**config.mk**
```make
export PLATFORM = sky130hd
export DESIGN_NAME = plb_block
export DESIGN_NICKNAME = d
export VERILOG_FILES = /design/src/shared/plb_pkg.sv /design/src/plb_block.sv
export SDC_FILE = /design/constraint.sdc
export NUM_CORES = 1
export LEC_CHECK = 0
export ABC_AREA = 1
export BUFFER_PORTS_ARGS = -buffer_cell sky130_fd_sc_hd__buf_2
export CAP_MARGIN = 30
export CORE_ASPECT_RATIO = 1.2
export CORE_MARGIN = 2
export CORE_UTILIZATION = 30
export CTS_CLUSTER_SIZE = 10
export DETAILED_ROUTE_END_ITERATION = 12
export PLACE_DENSITY = 0.57
export SETUP_SLACK_MARGIN = 0.3
export SLEW_MARGIN = 20
export SYNTH_ARGS = -nofsm -noshare
export SYNTH_HDL_FRONTEND = slang
export SYNTH_SLANG_ARGS = --single-unit
export TNS_END_PERCENT = 20
```
**constraint.sdc**
```tcl
create_clock -name sys_clk -period 1.4 [get_ports sys_clk]
set_input_delay 0.07 -clock sys_clk [delete_from_list [all_inputs] [get_ports sys_clk]]
set_output_delay 0.07 -clock sys_clk [all_outputs]
set_load 0.005 [all_outputs]
```
**src/shared/plb_pkg.sv**
```systemverilog
// Shared constants for one configurable logic block: sizes, encodings, register map
package plb_pkg;
  // Array and cell sizes
  localparam int N_PT = 48;       // Logic product terms per block
  localparam int N_MC = 12;       // Macrocells and pin cells per block
  localparam int N_IN = 26;       // Matrix signals entering the block
  localparam int N_SP = 6;        // Special-purpose terms
  localparam int N_CL = 12;       // Term clusters
  localparam int CL_SZ = 4;       // Terms per cluster
  localparam int BANK_SZ = 6;     // Pin cells per enable bank
  localparam int N_GCLK = 4;      // Global clock pins
  localparam int N_DED = 4;       // Dedicated input pins
  localparam int N_EXT = 72;      // Pin and macrocell feedback of the other three blocks
  localparam int N_SRC = N_EXT + N_MC + N_MC + N_GCLK + N_DED;
  localparam int SEL_W = 7;       // Width of one matrix selector
  // Special term positions
  localparam int SP_OE0 = 0;      // First enable term; bank b owns SP_OE0+2b and +2b+1
  localparam int SP_AR = 4;       // Block-wide clear term
  localparam int SP_AP = 5;       // Block-wide set term
  // Cluster steering codes
  localparam logic [1:0] CD_OWN = 2'h0;   // Cluster c feeds macrocell c
  localparam logic [1:0] CD_UP = 2'h1;    // Cluster c feeds macrocell c+1
  localparam logic [1:0] CD_DOWN = 2'h2;  // Cluster c feeds macrocell c-1
  localparam logic [1:0] CD_NONE = 2'h3;  // Cluster unused
  // Pin driver modes
  localparam logic [1:0] OE_ON = 2'h0;    // Always driving
  localparam logic [1:0] OE_OFF = 2'h1;   // Never driving
  localparam logic [1:0] OE_T0 = 2'h2;    // First enable term of the bank
  localparam logic [1:0] OE_T1 = 2'h3;    // Second enable term of the bank
  // Register port
  localparam int ADDR_W = 4;
  localparam int DATA_W = 16;
  localparam logic [ADDR_W-1:0] A_CTRL = 4'h0;   // Software clear/set forcing
  localparam logic [ADDR_W-1:0] A_STATE = 4'h1;  // Macrocell flip-flop state
  localparam logic [ADDR_W-1:0] A_PINS = 4'h2;   // Synchronised pin levels
  localparam logic [ADDR_W-1:0] A_OE = 4'h3;     // Current pin driver enables
  localparam logic [ADDR_W-1:0] A_CLKS = 4'h4;   // Filtered global clock levels
  localparam int CTL_AR_BIT = 0;
  localparam int CTL_AP_BIT = 1;
  localparam logic [1:0] CTL_RST = 2'h0;
  localparam logic [DATA_W-1:0] RD_IDLE = 16'h0000;
endpackage

```
**src/plb_block.sv**
```systemverilog
// One configurable logic block: input selection, term array, allocator, macrocells, pin cells
`timescale 1ns/1ps
module plb_block #(
  parameter logic [plb_pkg::N_IN-1:0][plb_pkg::SEL_W-1:0] MX_SEL = '0,        // Source of each array input
  parameter logic [plb_pkg::N_PT-1:0][plb_pkg::N_IN-1:0] PT_TRUE = '0,        // True literals per term
  parameter logic [plb_pkg::N_PT-1:0][plb_pkg::N_IN-1:0] PT_COMP = '0,        // Complement literals per term
  parameter logic [plb_pkg::N_SP-1:0][plb_pkg::N_IN-1:0] SP_TRUE = '0,        // True literals, special terms
  parameter logic [plb_pkg::N_SP-1:0][plb_pkg::N_IN-1:0] SP_COMP = '1,        // Complement literals, special terms
  parameter logic [plb_pkg::N_CL-1:0][1:0] CL_DEST = '0,                       // Cluster steering
  parameter logic [plb_pkg::N_MC-1:0] MC_REG = '1,                             // 1 = registered
  parameter logic [plb_pkg::N_MC-1:0] MC_INV = '0,                             // 1 = inverted output
  parameter logic [plb_pkg::N_MC-1:0] MC_TFF = '0,                             // 1 = T flip-flop
  parameter logic [plb_pkg::N_MC-1:0][1:0] MC_CLK = '0,                        // Clock pin choice
  parameter logic [plb_pkg::N_MC-1:0][1:0] PIN_OE = '0,                        // Driver mode
  parameter logic [plb_pkg::N_MC-1:0] MC_BURIED = '0                           // 1 = pin is input only
) (
  input wire logic sys_clk,
  input wire logic rst_b,
  input wire logic [plb_pkg::N_MC-1:0] pin_in,
  output logic [plb_pkg::N_MC-1:0] pin_out,
  output logic [plb_pkg::N_MC-1:0] pin_oe,
  input wire logic [plb_pkg::N_DED-1:0] ded_in,
  input wire logic [plb_pkg::N_GCLK-1:0] gclk_pin,
  input wire logic [plb_pkg::N_EXT-1:0] ext_fb,
  output logic [plb_pkg::N_MC-1:0] mc_fb,
  output logic [plb_pkg::N_MC-1:0] pin_fb,
  input wire logic [plb_pkg::ADDR_W-1:0] reg_addr,
  input wire logic [plb_pkg::DATA_W-1:0] reg_wdata,
  input wire logic reg_wr,
  input wire logic reg_rd,
  output logic [plb_pkg::DATA_W-1:0] reg_rdata
);
  import plb_pkg::*;

  // All block state in one record
  typedef struct packed {
    logic [N_MC-1:0] pin_s1;    // Pin synchroniser stages
    logic [N_MC-1:0] pin_s2;
    logic [N_MC-1:0] pin_s3;
    logic [N_DED-1:0] ded_s1;   // Dedicated input synchroniser stages
    logic [N_DED-1:0] ded_s2;
    logic [N_DED-1:0] ded_s3;
    logic [N_GCLK-1:0] clk_s1;  // Clock pin synchroniser stages
    logic [N_GCLK-1:0] clk_s2;
    logic [N_GCLK-1:0] clk_s3;
    logic [N_GCLK-1:0] clk_lvl; // Agreed clock pin level
    logic [N_MC-1:0] pin_lvl;   // Agreed pin level
    logic [N_DED-1:0] ded_lvl;  // Agreed dedicated input level
    logic [N_MC-1:0] mc_q;      // Macrocell flip-flops
    logic [N_MC-1:0] pin_out;   // Pin drive values
    logic [N_MC-1:0] pin_oe;    // Pin drive enables
    logic [N_MC-1:0] fb;        // Internal feedback
    logic [1:0] ctl;            // Software clear/set forcing
    logic [DATA_W-1:0] rdata;   // Read answer
  } plb_state_t;

  plb_state_t st_q;             // Registered state
  plb_state_t st_d;             // Next state
  logic [N_SRC-1:0] src;        // Everything the selection can reach
  logic [N_IN-1:0] arr_in;      // Selected array inputs
  logic [N_PT-1:0] pt;          // Logic terms
  logic [N_SP-1:0] sp;          // Special terms
  logic [N_MC-1:0] sum;         // Allocated sums
  logic [N_MC-1:0] mc_val;      // Macrocell value before polarity
  logic [N_MC-1:0] mc_outv;     // Macrocell value after polarity
  logic [N_GCLK-1:0] clk_rise;  // One-cycle rising edge per clock pin
  logic [N_MC-1:0] mc_edge;     // Selected clock edge per macrocell
  logic [N_MC-1:0] oe_v;        // Driver enables before registering
  logic clr_all;                // Block-wide clear
  logic set_all;                // Block-wide set
  logic [N_MC-1:0] on_mask;     // Pins always driving
  logic [N_MC-1:0] off_mask;    // Pins never driving

  // AND of chosen true and complemented literals
  function automatic logic pterm(
    input logic [N_IN-1:0] v,
    input logic [N_IN-1:0] t,
    input logic [N_IN-1:0] c
  );
    pterm = &((~t | v) & (~c | ~v));
  endfunction

  // Per-bit input filter: a new level counts only once stages two and three agree,
  // so a one-cycle glitch on a pin never reaches the array
  function automatic logic [N_MC-1:0] agree(
    input logic [N_MC-1:0] lvl,
    input logic [N_MC-1:0] s2,
    input logic [N_MC-1:0] s3
  );
    agree = ((s2 ~^ s3) & s3) | ((s2 ^ s3) & lvl);
  endfunction

  // Whole next-state computation
  always_comb
  begin
    st_d = st_q;
    // Three-stage sampling of pins; a change counts once stages two and three agree
    st_d.pin_s1 = pin_in;
    st_d.pin_s2 = st_q.pin_s1;
    st_d.pin_s3 = st_q.pin_s2;
    st_d.ded_s1 = ded_in;
    st_d.ded_s2 = st_q.ded_s1;
    st_d.ded_s3 = st_q.ded_s2;
    st_d.clk_s1 = gclk_pin;
    st_d.clk_s2 = st_q.clk_s1;
    st_d.clk_s3 = st_q.clk_s2;
    // Filtered levels of pins, dedicated inputs and clock pins; a rise is a freshly agreed high
    st_d.pin_lvl = agree(st_q.pin_lvl, st_q.pin_s2, st_q.pin_s3);
    st_d.ded_lvl = N_DED'(agree(N_MC'(st_q.ded_lvl), N_MC'(st_q.ded_s2), N_MC'(st_q.ded_s3)));
    st_d.clk_lvl = N_GCLK'(agree(N_MC'(st_q.clk_lvl), N_MC'(st_q.clk_s2), N_MC'(st_q.clk_s3)));
    clk_rise = st_d.clk_lvl & ~st_q.clk_lvl;
    // Selection pool: other blocks, own feedback, pins, clock pins as inputs, dedicated inputs
    src = {ext_fb, st_q.fb, st_q.pin_lvl, st_q.clk_lvl, st_q.ded_lvl};
    for (int i = 0; i < N_IN; i++)
    begin
      arr_in[i] = src[MX_SEL[i]];
    end
    // Term array
    for (int p = 0; p < N_PT; p++)
    begin
      pt[p] = pterm(arr_in, PT_TRUE[p], PT_COMP[p]);
    end
    for (int s = 0; s < N_SP; s++)
    begin
      sp[s] = pterm(arr_in, SP_TRUE[s], SP_COMP[s]);
    end
    // Allocator: each cluster goes to at most one neighbour, so a sum holds at most three clusters
    sum = '0;
    for (int m = 0; m < N_MC; m++)
    begin
      for (int c = 0; c < N_CL; c++)
      begin
        if ((c == m && CL_DEST[c] == CD_OWN) || (c == m - 1 && CL_DEST[c] == CD_UP) ||
            (c == m + 1 && CL_DEST[c] == CD_DOWN))
        begin
          sum[m] = sum[m] | (|pt[c*CL_SZ +: CL_SZ]);
        end
      end
    end
    // Shared clear and set, software forcing included; clear wins
    clr_all = sp[SP_AR] | st_q.ctl[CTL_AR_BIT];
    set_all = sp[SP_AP] | st_q.ctl[CTL_AP_BIT];
    on_mask = '0;
    off_mask = '0;
    for (int m = 0; m < N_MC; m++)
    begin
      mc_edge[m] = clk_rise[MC_CLK[m]];
      if (clr_all)
      begin
        st_d.mc_q[m] = 1'b0;
      end
      else if (set_all)
      begin
        st_d.mc_q[m] = 1'b1;
      end
      else if (mc_edge[m])
      begin
        // D loads the sum; T flips when the sum is one
        st_d.mc_q[m] = MC_TFF[m] ? (st_q.mc_q[m] ^ sum[m]) : sum[m];
      end
      mc_val[m] = MC_REG[m] ? st_q.mc_q[m] : sum[m];
      mc_outv[m] = mc_val[m] ^ MC_INV[m];
      // Driver mode; bank b may use only its own two enable terms
      unique case (PIN_OE[m])
        OE_ON: oe_v[m] = 1'b1;
        OE_OFF: oe_v[m] = 1'b0;
        OE_T0: oe_v[m] = sp[SP_OE0 + 2 * (m / BANK_SZ)];
        OE_T1: oe_v[m] = sp[SP_OE0 + 2 * (m / BANK_SZ) + 1];
      endcase
      if (MC_BURIED[m])
      begin
        oe_v[m] = 1'b0;
      end
      on_mask[m] = (PIN_OE[m] == OE_ON) && !MC_BURIED[m];
      off_mask[m] = (PIN_OE[m] == OE_OFF) || MC_BURIED[m];
    end
    // Feedback holds in either macrocell mode; pins and feedback share one value
    st_d.fb = mc_outv;
    st_d.pin_out = mc_outv;
    st_d.pin_oe = oe_v;
    // Register port: write forcing bits, read answers for one cycle
    if (reg_wr && reg_addr == A_CTRL)
    begin
      st_d.ctl = reg_wdata[1:0];
    end
    st_d.rdata = RD_IDLE;
    if (reg_rd)
    begin
      unique case (reg_addr)
        A_CTRL: st_d.rdata = {{(DATA_W-2){1'b0}}, st_q.ctl};
        A_STATE: st_d.rdata = {{(DATA_W-N_MC){1'b0}}, st_q.mc_q};
        A_PINS: st_d.rdata = {{(DATA_W-N_MC){1'b0}}, st_q.pin_lvl};
        A_OE: st_d.rdata = {{(DATA_W-N_MC){1'b0}}, st_q.pin_oe};
        A_CLKS: st_d.rdata = {{(DATA_W-N_GCLK){1'b0}}, st_q.clk_lvl};
        default: st_d.rdata = RD_IDLE;                                    // Unmapped reads as zero
      endcase
    end
  end

  // State register; configuration itself lives only in parameters
  always_ff @(posedge sys_clk or negedge rst_b)
  begin
    if (!rst_b)
    begin
      st_q <= '0;
      st_q.ctl <= CTL_RST;
    end
    else
    begin
      st_q <= st_d;
    end
  end

  // Outputs straight from flip-flops
  assign pin_out = st_q.pin_out;
  assign pin_oe = st_q.pin_oe;
  assign mc_fb = st_q.fb;
  assign pin_fb = st_q.pin_lvl;
  assign reg_rdata = st_q.rdata;

  // Helper vectors for checks
  logic [N_MC-1:0] tog_req;     // T cells due to toggle
  logic [N_MC-1:0] load_req;    // D cells due to load
  assign tog_req = (clr_all || set_all) ? '0 : (mc_edge & MC_TFF & sum);
  assign load_req = (clr_all || set_all) ? '0 : (mc_edge & ~MC_TFF);

  a_clear_all: assert property (@(posedge sys_clk) disable iff (!rst_b)
    clr_all |=> (st_q.mc_q == '0))
    else $error("clear term did not clear every flip-flop");
  a_set_all: assert property (@(posedge sys_clk) disable iff (!rst_b)
    (set_all && !clr_all) |=> (st_q.mc_q == '1))
    else $error("set term did not set every flip-flop");
  a_hold_no_edge: assert property (@(posedge sys_clk) disable iff (!rst_b)
    (!clr_all && !set_all && mc_edge == '0) |=> $stable(st_q.mc_q))
    else $error("flip-flop moved without a clock edge");
  a_t_toggle: assert property (@(posedge sys_clk) disable iff (!rst_b)
    (tog_req != '0) |=> (((st_q.mc_q ^ $past(st_q.mc_q)) & $past(tog_req)) == $past(tog_req)))
    else $error("T flip-flop failed to toggle");
  a_d_load: assert property (@(posedge sys_clk) disable iff (!rst_b)
    (load_req != '0) |=> ((st_q.mc_q & $past(load_req)) == ($past(sum) & $past(load_req))))
    else $error("D flip-flop failed to load its sum");
  a_oe_fixed: assert property (@(posedge sys_clk) disable iff (!rst_b)
    rst_b |=> (((pin_oe & on_mask) == on_mask) && ((pin_oe & off_mask) == '0)))
    else $error("fixed driver mode not honoured");
  a_buried_quiet: assert property (@(posedge sys_clk) disable iff (!rst_b)
    (pin_oe & MC_BURIED) == '0)
    else $error("buried macrocell drives its pin");
  a_fb_matches: assert property (@(posedge sys_clk) disable iff (!rst_b)
    (mc_fb == pin_out) &&
    (((mc_fb ^ MC_INV) & MC_REG) == ($past(st_q.mc_q) & MC_REG)))
    else $error("feedback differs from pin value");
  a_clk_rise: assert property (@(posedge sys_clk) disable iff (!rst_b)
    (clk_rise != '0) |=> ((st_q.clk_lvl & $past(clk_rise)) == $past(clk_rise)))
    else $error("clock edge without agreed high level");
  a_read_once: assert property (@(posedge sys_clk) disable iff (!rst_b)
    !reg_rd |=> (reg_rdata == RD_IDLE))
    else $error("read data present without a read");

  // Filtered inputs move only where stages two and three agreed one edge before
  a_pin_agree: assert property (@(posedge sys_clk) disable iff (!rst_b)
    ((st_q.pin_lvl ^ $past(st_q.pin_lvl)) & ($past(st_q.pin_s2) ^ $past(st_q.pin_s3))) == '0)
    else $error("pin level moved before its stages agreed");
  a_ded_agree: assert property (@(posedge sys_clk) disable iff (!rst_b)
    ((st_q.ded_lvl ^ $past(st_q.ded_lvl)) & ($past(st_q.ded_s2) ^ $past(st_q.ded_s3))) == '0)
    else $error("dedicated input level moved before its stages agreed");

  // Combinational cells hand the sum on with polarity applied, one register stage later
  // Reset is sampled in the antecedent so the release edge starts no attempt
  a_comb_follow: assert property (@(posedge sys_clk) disable iff (!rst_b)
    rst_b |=> (((mc_fb ^ MC_INV) & ~MC_REG) == ($past(sum) & ~MC_REG)))
    else $error("combinational cell does not follow its sum");

  // Register port: control writes land, reads show the state of the previous cycle
  // Unmapped places answer with the idle word
  a_ctl_write: assert property (@(posedge sys_clk) disable iff (!rst_b)
    (reg_wr && reg_addr == A_CTRL) |=> (st_q.ctl == $past(reg_wdata[1:0])))
    else $error("control write did not land");
  a_state_read: assert property (@(posedge sys_clk) disable iff (!rst_b)
    (reg_rd && reg_addr == A_STATE) |=> (reg_rdata[N_MC-1:0] == $past(st_q.mc_q)))
    else $error("state read does not show the flip-flops");
  a_ctl_read: assert property (@(posedge sys_clk) disable iff (!rst_b)
    (reg_rd && reg_addr == A_CTRL) |=> (reg_rdata == {{(DATA_W-2){1'b0}}, $past(st_q.ctl)}))
    else $error("control read does not show the forcing bits");
  a_unmapped_idle: assert property (@(posedge sys_clk) disable iff (!rst_b)
    (reg_rd && reg_addr > A_CLKS) |=> (reg_rdata == RD_IDLE))
    else $error("unmapped read returned data");
endmodule

```
==> impl_metrics.yaml <==
floorplanning:
  die_h_um: 119
  start_util_pct: 30.4
  die_w_um: 100
  io_pins: 180
  dieArea_um2: 11900
  row_count: 42
  coreArea_um2: 10900
final_layout:
  fill_cells: 1042
  regArea_um2: 2130
  syn2layout_area_growth_pct: 23.0
  multi_input_area_um2: 657
  drive_above_1_share_pct: 37.7
  fin_nets: 449
  fin_cells: 453
  antenna_cells: 0
placement:
  dp_hpwl_mm: 3.61
  gp_congestion: 0.713
  placed_cells: 415
  numPortBuffers: 86
logic_synthesis:
  netlist_instances: 257
  synth_top_area_share_pct: 64.1
  synth_area_leaders: "dfrtp_1 64%, buf_4 15%, ha_1 6.4%, a21o_1 3.8%, nand3_1 2.4%"
  syn_avg_cell_area_um2: 12.9
  yosysWarnings: 0
  synth_cell_type_count: 18
  seq_area_frac_synth_pct: 64.1
  synthesis.area_um2: 3320
  ys_ff_latch: 85
  yosysTopAreaCell: "dfrtp_1"
grt:
  grt_overflow: 0
  met3_usage_pct: 3.05
  use_met1_pct: 11.0
  grt_start_max_net_pins: 40
  grt_use_met2_pct: 15.2
  antenna_found_initial: 0
  grt_pass1_vias: 1809
  grt_pass1_wl_mm: 8.53
  top_usage_layer: "met2"
  grt_util_all_layers_pct: 9.38
critical_path:
  cpPeakStageDelay_ns: 0.43
  crit_required_ns: 1.33
  worstPathMaxFanout: 6
  worstSetupPathType: "flip-flop to output pin"
  crit_chain: "buf_4 -> buf_2"
  worstSetupEndpointType: "output pin"
  cpMaxStageDelayCell: "dfrtp_2"
  startpoint_type: "flip-flop"
  critPathArrivalTime_ns: 1.04
hold_path:
  min-delay-path-class: "primary input to flip-flop"
detailed_routing:
  drcViolationCount: 0
  drt_iter0_markers: 46
  viasPerCell: 3.99
  wl_per_cell_um: 11.3
  firstDrtPassIters: 4
  drt_wl_total_mm: 5.13
  ant_nets: 0
  dr_total_vias: 1806
cts:
  clock_latency_ns: 0.33
  clkTransAtPathRegs_ns: 0.06
  cts_sinks: 85
  cts_tree: "built"
  cts_max_level: 3
  clock-root-buffer: "clkbuf_16"
  ctsLongestPathBuffers: 2
  numCtsBuffers: 9
power_and_ir_drop:
  p_int_w: 0.00504
  leakagePower_nw: 2.18
  seq_power_share_pct: 43.4
  clockPowerShare_pct: 48.6
  switchingPower_w: 0.00126
  powerDensity_nw_per_um2: 1540
  swShare_pct: 20.0
  ir_worst_vdd_v: 0.000744
  pwr-share-comb_pct: 8.0
sta:
  slew_viol_final: 0
  hold_viol: 0
  finalCritPeriodShare_pct: 79.0
  fin_worst_skew_ns: 0.00629
  setup_viol_count_final: 0
  rsz0062_at_grt: "true"
  tns_ns: 0
  max_freq_mhz: 904
  finalCriticalPeriod_ns: 1.11
outcome:
  status: "finished, final reports clean"
flow_run:
  maxCapViolCount: 0
-- worst paths after layout --
path	start	to	slack, ns	cells past startpoint
max	pin_oe[0]$_DFF_PN0_	pin_oe[6]	0.29	2
min	reg_wr	st_q[17]$_DFFE_PN0P_	0.17	3
max reg2reg	pin_oe[0]$_DFF_PN0_	reg_rdata[0]$_DFF_PN0_	0.39	6
max in group asynchronous	rst_b	st_d[114]$_DFF_PN0_	0.61	3
min reg2reg	st_d[90]$_DFF_PN0_	st_d[86]$_DFF_PN0_	0.35	0
min in group asynchronous	rst_b	reg_rdata[10]$_DFF_PN0_	0.20	2
-- cells in the mapped netlist (all sizes together) --
cell type	number
dlymetal6s2s	1
a21o	17
nor2	14
dfrtp	85
a21oi	9
conb	2
nand2	15
and3	1
inv	9
ha	17
nand3	18
buf	67
o21ai	2
-- placed cells by master (no fill, tap or decap), types with 3 or more instances in the layout --
master and count:
clkbuf_16 9, a21o_1 17, nor2_1 9, a21oi_1 9, bufinv_16 5, ha_1 17
nand2_1 13, conb_1 5, buf_4 6, dlygate4sd3_1 20, dfrtp_1 83, inv_1 8
nor2_2 3, nand3_1 16, buf_2 85
-- registers in the layout (all words and copies together), names as in the netlist --
signal     cells
arr_in         1
mc_fb          1
mc_outv        1
pin_fb        12
pin_oe         1
reg_rdata     12
src            4
st_d          34
st_q          19
-- cells by family after synthesis --
logic type,after synthesis,synth area share [%]
AND/OR/NAND/NOR,48,7.01
AO/OA/AOI/OAI,28,5.50
flip-flops,85,64.1
buffers and inverters,77,16.8
adder cells (fa/ha/maj),17,6.41
other,2,0.226
-- power by group through the flow --
stage	logic (W)	registers (W)	clock network (W)
finish	0.000507	0.00273	0.00306
global route	0.000580	0.00275	0.00324
CTS	0.000511	0.00274	0.00314
detailed placement	0.000465	0.00278	0
global placement	0.000457	0.00277	0
floorplan	0.000417	0.00275	0
-- repair_timing --
item | 4_1_cts | 5_1_grt
hold buffers | 20 | 0
endpoints found under the hold margin | 45 | 0
pin swaps | 0 | 6
setup buffers | 0 | 2
endpoints found under the setup margin | 35 | 36
gates resized for setup | 3 | 2
-- metal layers --
metal | up-vias | part of all wire [%]
met5 | - | 0
met4 | 0 | 2.2
met3 | 9 | 5.4
met2 | 61 | 49
met1 | 854 | 43
li1 | 882 | -
-- cell type report --
cell class                      count  area share (%)
Clock inverter                      6            3.86
Sequential cell                    85            52.1
Clock buffer                       10            5.85
Timing Repair Buffer              113            17.2
Multi-Input combinational cell     98            16.1
Inverter                            9           0.827
Tap cell                          132            4.04
-- metrics by stage --
step | setup slack [ns] | util (%) | hold WS, ns | instance area [µm²] | total power (W)
floorplan | 0.323 | - | -0.226 | 3330 | 0.00317
global placement | 0.263 | 31.6 | 0.00916 | 3460 | 0.00323
detailed placement | 0.249 | 31.6 | 0.0137 | 3460 | 0.00325
CTS | 0.275 | 37.2 | 0.160 | 4060 | 0.00639
global route | 0.218 | 37.4 | 0.184 | 4080 | 0.00658
finish | 0.294 | 37.4 | 0.166 | 4080 | 0.00630
-- worst max-delay path: cells and delay by family, from the launching register on --
family                 cells  cell delay [ns]
DFF                        1             0.43
buffers and inverters      2             0.27
(Power assumes the default switching activity.)
